## config.mk

```make
export PLATFORM = sky130hd
export DESIGN_NAME = hbp_host_port
export DESIGN_NICKNAME = d
export VERILOG_FILES = /design/src/hbp_pkg.sv /design/src/hbp_host_port.sv /design/src/hbp_sync.sv
export SDC_FILE = /design/constraint.sdc
export NUM_CORES = 1
export LEC_CHECK = 0
export ABC_AREA = 1
export BUFFER_PORTS_ARGS = -buffer_cell sky130_fd_sc_hd__buf_2
export CORE_UTILIZATION = 55
export CTS_CLUSTER_DIAMETER = 80
export DETAILED_ROUTE_END_ITERATION = 6
export GPL_TIMING_DRIVEN = 0
export PLACE_DENSITY_LB_ADDON = 0.12
export SLEW_MARGIN = 5
export SYNTH_ARGS = -nofsm -noshare
export SYNTH_HDL_FRONTEND = slang
export SYNTH_HIERARCHICAL = 1
export SYNTH_SLANG_ARGS = --single-unit
```

## constraint.sdc

```tcl
create_clock -name sys_clk -period 2.35 [get_ports sys_clk]
set_input_delay 0 -clock sys_clk [delete_from_list [all_inputs] [get_ports sys_clk]]
set_output_delay 0 -clock sys_clk [all_outputs]
set_load 0.005 [all_outputs]
```

## src/hbp_pkg.sv

```systemverilog
// package for the host processor bus port
// Summary of operation
// - straps 000 pick split address and data, 100 the shared bus.
// - straps 001 make read a direction pin and write a data strobe.
// - in split mode the host puts a 5-bit address on the address pins.
// - address bit 4 picks one of two 8-byte spaces, bits 2:0 the byte.
// - in shared mode the address comes from shared lines 4:0.
// - the address latch strobe marks the address cycle, captured then.
// - data lines are driven only during a read: read strobe low, or with straps 001 read high and write low.
// - power reset leaves the core in soft reset until software clears it.
// - while power reset is low the data lines float.
// - the active-low write pulse marks a write and data is taken on it.
// - chip select is active low and strobes count only while it is low.
package hbp_pkg;
    localparam int          HBP_ADDR_W   = 5;
    localparam int          HBP_DATA_W   = 8;
    localparam int          HBP_BYTE_W   = 3;
    localparam int          HBP_SPACES   = 2;
    localparam int          HBP_SPACE_SZ = 8;
    localparam logic [2:0]  HBP_MODE_NMX = 3'h0;
    localparam logic [2:0]  HBP_MODE_STB = 3'h1;
    localparam logic [2:0]  HBP_MODE_MUX = 3'h4;
    localparam logic [7:0]  HBP_REG_RST  = 8'h00;
    // space 0 byte 0 bit 0 holds the core soft-reset control
    localparam logic [4:0]  HBP_CTRL_ADR = 5'h00;
    localparam int          HBP_SRST_BIT = 0;

    typedef enum logic [1:0] {
        HBP_NMX, HBP_STB, HBP_MUX, HBP_BAD
    } hbp_mode_type;

    typedef struct packed {
        logic       cs_n;
        logic       rd_n;
        logic       wr_n;
        logic       ale;
    } hbp_strobe_type;
endpackage : hbp_pkg

```

## src/hbp_host_port.sv

```systemverilog
// host processor bus port: decode, register store and buffer control
module hbp_host_port
    import hbp_pkg::*;
(
    // clock and reset
    input  wire logic                  sys_clk,
    input  wire logic                  resetn,
    input  wire logic                  power_on_reset_n,
    // mode straps
    input  wire logic                  host_bus_mode_sel_2,
    input  wire logic                  host_bus_mode_sel_1,
    input  wire logic                  host_bus_mode_sel_0,
    // host strobes
    input  wire logic                  chip_select_n,
    input  wire logic                  read_strobe_n,
    input  wire logic                  write_strobe_n,
    input  wire logic                  addr_latch_en,
    // dedicated address
    input  wire logic [HBP_ADDR_W-1:0] host_addr,
    // shared data / address bus
    input  wire logic [HBP_DATA_W-1:0] ad_in,
    output logic      [HBP_DATA_W-1:0] ad_out,
    output logic                       ad_oe,
    // core side
    output logic                       core_soft_reset,
    output logic                       mode_reserved,
    output logic [HBP_SPACES*HBP_SPACE_SZ*HBP_DATA_W-1:0] reg_image
);
    localparam int NREG = HBP_SPACES * HBP_SPACE_SZ;
    localparam int SW   = 4 + 3 + HBP_ADDR_W + HBP_DATA_W;

    logic [SW-1:0]         sync_in;
    logic [SW-1:0]         sync_out;
    hbp_strobe_type        stb;
    logic [2:0]            mode_pins;
    logic [HBP_ADDR_W-1:0] addr_s;
    logic [HBP_DATA_W-1:0] ad_s;
    logic                  por_s;
    logic                  por_meta_r;
    logic                  por_r;

    // strobes, straps, address and bus cross together, so they stay aligned
    assign sync_in = {chip_select_n,
                      read_strobe_n,
                      write_strobe_n,
                      addr_latch_en,
                      host_bus_mode_sel_2,
                      host_bus_mode_sel_1,
                      host_bus_mode_sel_0,
                      host_addr,
                      ad_in};

    hbp_sync #(.W(SW)) u_sync (
        .sys_clk (sys_clk),
        .resetn  (resetn),
        .d       (sync_in),
        .q       (sync_out)
    );

    assign {stb, mode_pins, addr_s, ad_s} = sync_out;

    // power reset pin crossing, resets low (asserted) style
    always_ff @(posedge sys_clk) begin
        if (!resetn) begin
            por_meta_r <= 1'b0;
            por_r      <= 1'b0;
        end else begin
            por_meta_r <= power_on_reset_n;
            por_r      <= por_meta_r;
        end
    end
    assign por_s = por_r;

    // mode decode
    function automatic hbp_mode_type dec_mode(input logic [2:0] m);
        case (m)
            HBP_MODE_NMX: dec_mode = HBP_NMX;
            HBP_MODE_MUX: dec_mode = HBP_MUX;
            HBP_MODE_STB: dec_mode = HBP_STB;
            3'h2, 3'h3:   dec_mode = HBP_BAD;
            3'h5:         dec_mode = HBP_BAD;
            // 11X is undefined and refused as well
            default:      dec_mode = HBP_BAD;
        endcase
    endfunction : dec_mode

    hbp_mode_type mode;
    assign mode          = dec_mode(mode_pins);
    assign mode_reserved = (mode == HBP_BAD);

    // strobe interpretation per mode
    logic sel;
    logic stb_mode;
    logic rd_req_plain;
    logic wr_req_plain;
    logic rd_req_dir;
    logic wr_req_dir;
    logic rd_act;
    logic wr_act;
    logic wr_act_r;

    // a reserved strap code or a low power reset blinds the port
    assign sel      = !stb.cs_n && por_s && !mode_reserved;
    assign stb_mode = (mode == HBP_STB);

    // plain modes: separate active-low read and write pulses
    assign rd_req_plain = !stb.rd_n;
    assign wr_req_plain = !stb.wr_n;

    // direction mode: read pin gives direction, write pin strobes
    assign rd_req_dir = stb.rd_n && !stb.wr_n;
    assign wr_req_dir = !stb.rd_n && !stb.wr_n;

    assign rd_act = sel && (stb_mode ? rd_req_dir : rd_req_plain);
    assign wr_act = sel && (stb_mode ? wr_req_dir : wr_req_plain);

    // address capture
    logic                  ale_take;
    logic [HBP_ADDR_W-1:0] mux_addr_r;
    logic [HBP_ADDR_W-1:0] mux_addr_nxt;
    logic [HBP_ADDR_W-1:0] eff_addr;

    // an address phase only counts while the port is selected
    assign ale_take     = stb.ale && !stb.cs_n;
    assign mux_addr_nxt = ale_take ? ad_s[HBP_ADDR_W-1:0]
                                   : mux_addr_r;
    assign eff_addr = (mode == HBP_MUX) ? mux_addr_r
                                        : addr_s;

    always_ff @(posedge sys_clk) begin
        if (!resetn || !por_s) begin
            mux_addr_r <= '0;
        end else begin
            mux_addr_r <= mux_addr_nxt;
        end
    end

    // space and byte select
    logic                  space_sel;
    logic [HBP_BYTE_W-1:0] byte_sel;
    logic [3:0]            reg_idx;

    // address bit 3 is not decoded: only two spaces exist
    assign space_sel = eff_addr[HBP_ADDR_W-1];
    assign byte_sel  = eff_addr[HBP_BYTE_W-1:0];
    assign reg_idx   = {space_sel, byte_sel};

    // register store
    logic [HBP_DATA_W-1:0] regs_r [NREG];
    logic [HBP_DATA_W-1:0] wdata_r;
    logic [3:0]            widx_r;
    logic                  wr_fire;

    // commit on the trailing edge: data and index were held from the
    // last active cycle, so a write ended by chip select still lands
    assign wr_fire = wr_act_r && !wr_act;

    always_ff @(posedge sys_clk) begin
        if (!resetn || !por_s) begin
            wr_act_r <= 1'b0;
            wdata_r  <= HBP_REG_RST;
            widx_r   <= '0;
        end else begin
            wr_act_r <= wr_act;
            if (wr_act) begin
                wdata_r <= ad_s;
                widx_r  <= reg_idx;
            end
        end
    end

    always_ff @(posedge sys_clk) begin
        if (!resetn || !por_s) begin
            for (int i = 0; i < NREG; i++) begin
                regs_r[i] <= HBP_REG_RST;
            end
            regs_r[HBP_CTRL_ADR[3:0]][HBP_SRST_BIT] <= 1'b1;
        end else if (wr_fire) begin
            regs_r[widx_r] <= wdata_r;
        end
    end

    always_comb begin
        for (int i = 0; i < NREG; i++) begin
            reg_image[i*HBP_DATA_W +: HBP_DATA_W] = regs_r[i];
        end
    end
    assign core_soft_reset = regs_r[HBP_CTRL_ADR[3:0]][HBP_SRST_BIT];

    // read path and buffer enable
    // read data follows the addressed byte one cycle late, so when address and
    // strobe cross together it settles one cycle after the enable opens
    logic [HBP_DATA_W-1:0] rdata_r;
    logic                  oe_core;
    logic                  oe_pin_gate;

    always_ff @(posedge sys_clk) begin
        if (!resetn || !por_s) begin
            rdata_r <= '0;
        end else begin
            rdata_r <= regs_r[reg_idx];
        end
    end
    assign ad_out = rdata_r;

    // a selected read outside the address phase opens the buffers
    assign oe_core     = rd_act && !stb.ale && por_s;
    // raw pin gate floats the bus at once, ahead of the crossing
    assign oe_pin_gate = power_on_reset_n;
    assign ad_oe       = oe_core && oe_pin_gate;
    // ad_oe is the only output enable and falls with power reset
endmodule : hbp_host_port

```

## src/hbp_sync.sv

```systemverilog
// two-flop synchroniser bank for pin inputs
module hbp_sync
    import hbp_pkg::*;
#(
    parameter int W = 1
) (
    // clock and reset
    input  wire logic         sys_clk,
    input  wire logic         resetn,
    // data
    input  wire logic [W-1:0] d,
    output logic      [W-1:0] q
);
    logic [W-1:0] meta_r;

    always_ff @(posedge sys_clk) begin
        if (!resetn) begin
            meta_r <= '0;
            q      <= '0;
        end else begin
            meta_r <= d;
            q      <= meta_r;
        end
    end
endmodule : hbp_sync

```

==> flow_metrics.py <==
metrics = {
    "cells_and_area": {
        "nNetsFinal": 1199,
        "syn2layout_area_growth_pct": 24.59,
        "n_antenna_cell": 0,
        "fin_area_mm2": 0.01047,
        "utilization_pct": 71.20,
        "drive_gt1_share_pct": 20.35,
        "final_cells": 1373,
        "n_fill_cell": 1145,
    },
    "worst_setup_path": {
        "worst_setup_path_end_kind": "register",
        "cpMaxStageDelayCell": "dfxtp_1",
        "required_ns": 2.47,
        "cp-endpoint": "regs_r[6][2]$_SDFFCE_PN0P_",
        "arrival_ns": 2.39,
        "r2r_cells": 8,
        "crit_chain": "buf_2 > nor3_2 > nand2_1 > nand3_2 > nand3_4 > nor2_2 > nand2_1 > nand2_2",
        "r2r-start": "u_sync/q[15]$_SDFF_PN0_",
        "regToRegSetupSlack_ns": 0.09,
        "path_class": "reg -> reg",
        "reg2reg_to": "regs_r[6][2]$_SDFFCE_PN0P_",
        "max_stage_delay_ns": 0.30,
        "cp_max_fo": 10,
        "startpoint_type": "register",
        "cp-startpoint": "u_sync/q[15]$_SDFF_PN0_",
        "path_common_cell": "nand2_1",
    },
    "placed_design": {
        "dp.cells": 1301,
        "numPortBuffers": 160,
        "dpl.hpwl_um": 18130,
        "place_area_mm2": 0.009430,
        "gp_congestion": 0.9784,
    },
    "timing": {
        "drv_slew": 0,
        "slew_headroom_pct": 35.41,
        "setup_viol": 0,
        "post-route-period-util_pct": 96.35,
        "min_period_ns": 2.264,
        "hold_viol": 0,
        "tightestPinTransition_ns": 0.9689,
        "rsz0062_at_grt": "yes",
        "skew_ns": 0.01124,
        "max_freq_mhz": 441.6,
    },
    "drt": {
        "post_drt_via_cell_ratio": 5.418,
        "drt-pass1-iter-count": 7,
        "wl_per_cell_um": 18.64,
        "first_iter_violations": 968,
        "drtAntennaViolNets": 0,
        "vias": 7439,
        "totalWireLength_um": 25590,
        "drc": 21,
    },
    "outcome": {
        "violations": "design-rule violations",
        "status": "finished, violations left",
    },
    "power_and_ir_drop": {
        "peakVddDrop_mv": 0.5116,
        "p_per_area_mw_per_mm2": 682.6,
        "p_leak_nw": 4.851,
    },
    "die": {
        "fp.dieArea_mm2": 0.01577,
        "fp.dieW_um": 125.6,
        "num_io_pins": 162,
        "rows": 44,
        "start_util_pct": 57.14,
        "core_mm2": 0.01470,
        "die_h_um": 125.6,
    },
    "synth": {
        "yosys_warnings": 6,
        "synth_nets": 980,
        "syn_area_mm2": 0.008399,
        "postSynthAreaPerCell_um2": 8.777,
        "synth_cells": 957,
    },
    "clocking": {
        "numClockSinks": 193,
        "cts-root-buf": "clkbuf_16",
        "cts_setup_buffers": 0,
        "clkLatencyLatePin_ns": 0.44,
        "htreeDepth": 4,
        "cts_buffers": 17,
        "clock_path_buffers": 2,
        "clkTransAtPathRegs_ns": 0.07,
        "cts_tree": "yes",
    },
    "hold_path": {
        "min_path_type": "in -> reg",
    },
    "global_route": {
        "grt_pass1_wl_um": 38520,
        "grt_pass1_vias": 6769,
        "grt-ovfl-total": 0,
        "grt_max_degree": 17,
        "antenna_found_initial": 0,
        "track_usage_pct": 33.67,
    },
    "job": {
        "drv_cap": 0,
    },
}
==> worst min path at each step <==
stage             startpoint                            to  slack (ns)  cells after the start
3_3_place_gp   chip_select_n  u_sync/meta_r[19]$_SDFF_PN0_        0.18                      3
2_1_floorplan         resetn         por_meta_r$_SDFF_PN0_        0.09                      2
6_report            ad_in[1]   u_sync/meta_r[1]$_SDFF_PN0_        0.33                      4
3_5_place_dp   addr_latch_en  u_sync/meta_r[16]$_SDFF_PN0_        0.18                      3
5_1_grt             ad_in[1]   u_sync/meta_r[1]$_SDFF_PN0_        0.37                      4
4_1_cts             ad_in[1]   u_sync/meta_r[1]$_SDFF_PN0_        0.29                      4
==> layer usage <==
metal  global-route usage, %  wire [um]  up-vias
met2                   51.57      11420      523
met3                   6.761       2999       62
met5                       0          0        -
li1                        -          -     3435
met1                   47.43      10430     3419
met4                   12.77        741        0
==> what timing repair did <==
item	CTS	global route
hold buffers	40	0
resized for setup	0	20
hold endpoints to repair	38	0
setup endpoints to repair	0	120
==> metrics by stage <==
stage,hold WS (ns),TNS [ns],setup WS [ns],total power [W]
3_5_place_dp,0.1827,-0.05454,-0.007039,0.004254
6_report,0.3349,0,0.08575,0.007143
5_1_grt,0.3673,-0.09587,-0.01311,0.007327
3_3_place_gp,0.1794,0,0.003610,0.004245
4_1_cts,0.2923,0,0.0009195,0.007107
2_1_floorplan,0.09345,0,0.4781,0.004056
==> cell type report <==
cell class / instances / area [um^2] / share of cell area [%]
sequential: 193 / 5135 / 49.07
multi-input combinational: 526 / 2357 / 22.53
timing repair buffer: 200 / 1201 / 11.48
inverter: 196 / 735.7 / 7.030
clock buffer: 20 / 456.7 / 4.364
tap: 184 / 230.2 / 2.200
buffer: 42 / 219.0 / 2.092
clock inverter: 12 / 130.1 / 1.243
==> worst max-delay path, delay by kind of cell (launching register included) <==
family        cells  cell delay (ns)
simple gates      7             1.48
buf+inv           1             0.16
flops             1             0.30
==> flip-flops by register name, summed over array words and instances, names as in the netlist <==
name and flops:
ad_out 8, regs_r 128, wr_act_r 1, mux_addr_r 4, widx_r 4, wdata_r 8, por_r 1, u_sync/meta_r 19
u_sync/q 19, por_meta_r 1
==> placed cells by master (no fill, tap or decap) <==
| cell | count |
|---|---|
| inv_6 | 3 |
| nand2_2 | 17 |
| o21ai_0 | 17 |
| edfxtp_1 | 127 |
| dlygate4sd3_1 | 40 |
| nand3_1 | 158 |
| o21a_1 | 1 |
| buf_1 | 3 |
| buf_6 | 5 |
| clkinv_1 | 11 |
| nand3_2 | 2 |
| dfxtp_1 | 66 |
| nor2_1 | 140 |
| nor2_4 | 1 |
| clkbuf_16 | 17 |
| clkinv_2 | 2 |
| clkbuf_8 | 2 |
| buf_2 | 171 |
| nand3_4 | 1 |
| nand2_4 | 3 |
| clkbuf_1 | 20 |
| nand2_1 | 154 |
| nand4_1 | 1 |
| o21ai_2 | 3 |
| inv_2 | 2 |
| clkbuf_2 | 2 |
| nor2_2 | 3 |
| a21oi_1 | 23 |
| inv_1 | 185 |
| buf_4 | 2 |
| clkinv_4 | 3 |
| nor3_2 | 1 |
| bufinv_16 | 2 |
| o21ai_1 | 1 |
==> report_power, final <==
part	leakage, nW	total [W]	internal (W)	switching (W)
Sequential	2.06	0.00373	0.00368	0.0000511
Combinational	2.50	0.000528	0.000202	0.000326
Clock	0.290	0.00289	0.00163	0.00126
Total	4.85	0.00714	0.00551	0.00164
Note: power is estimated with default switching activity, not from simulation.
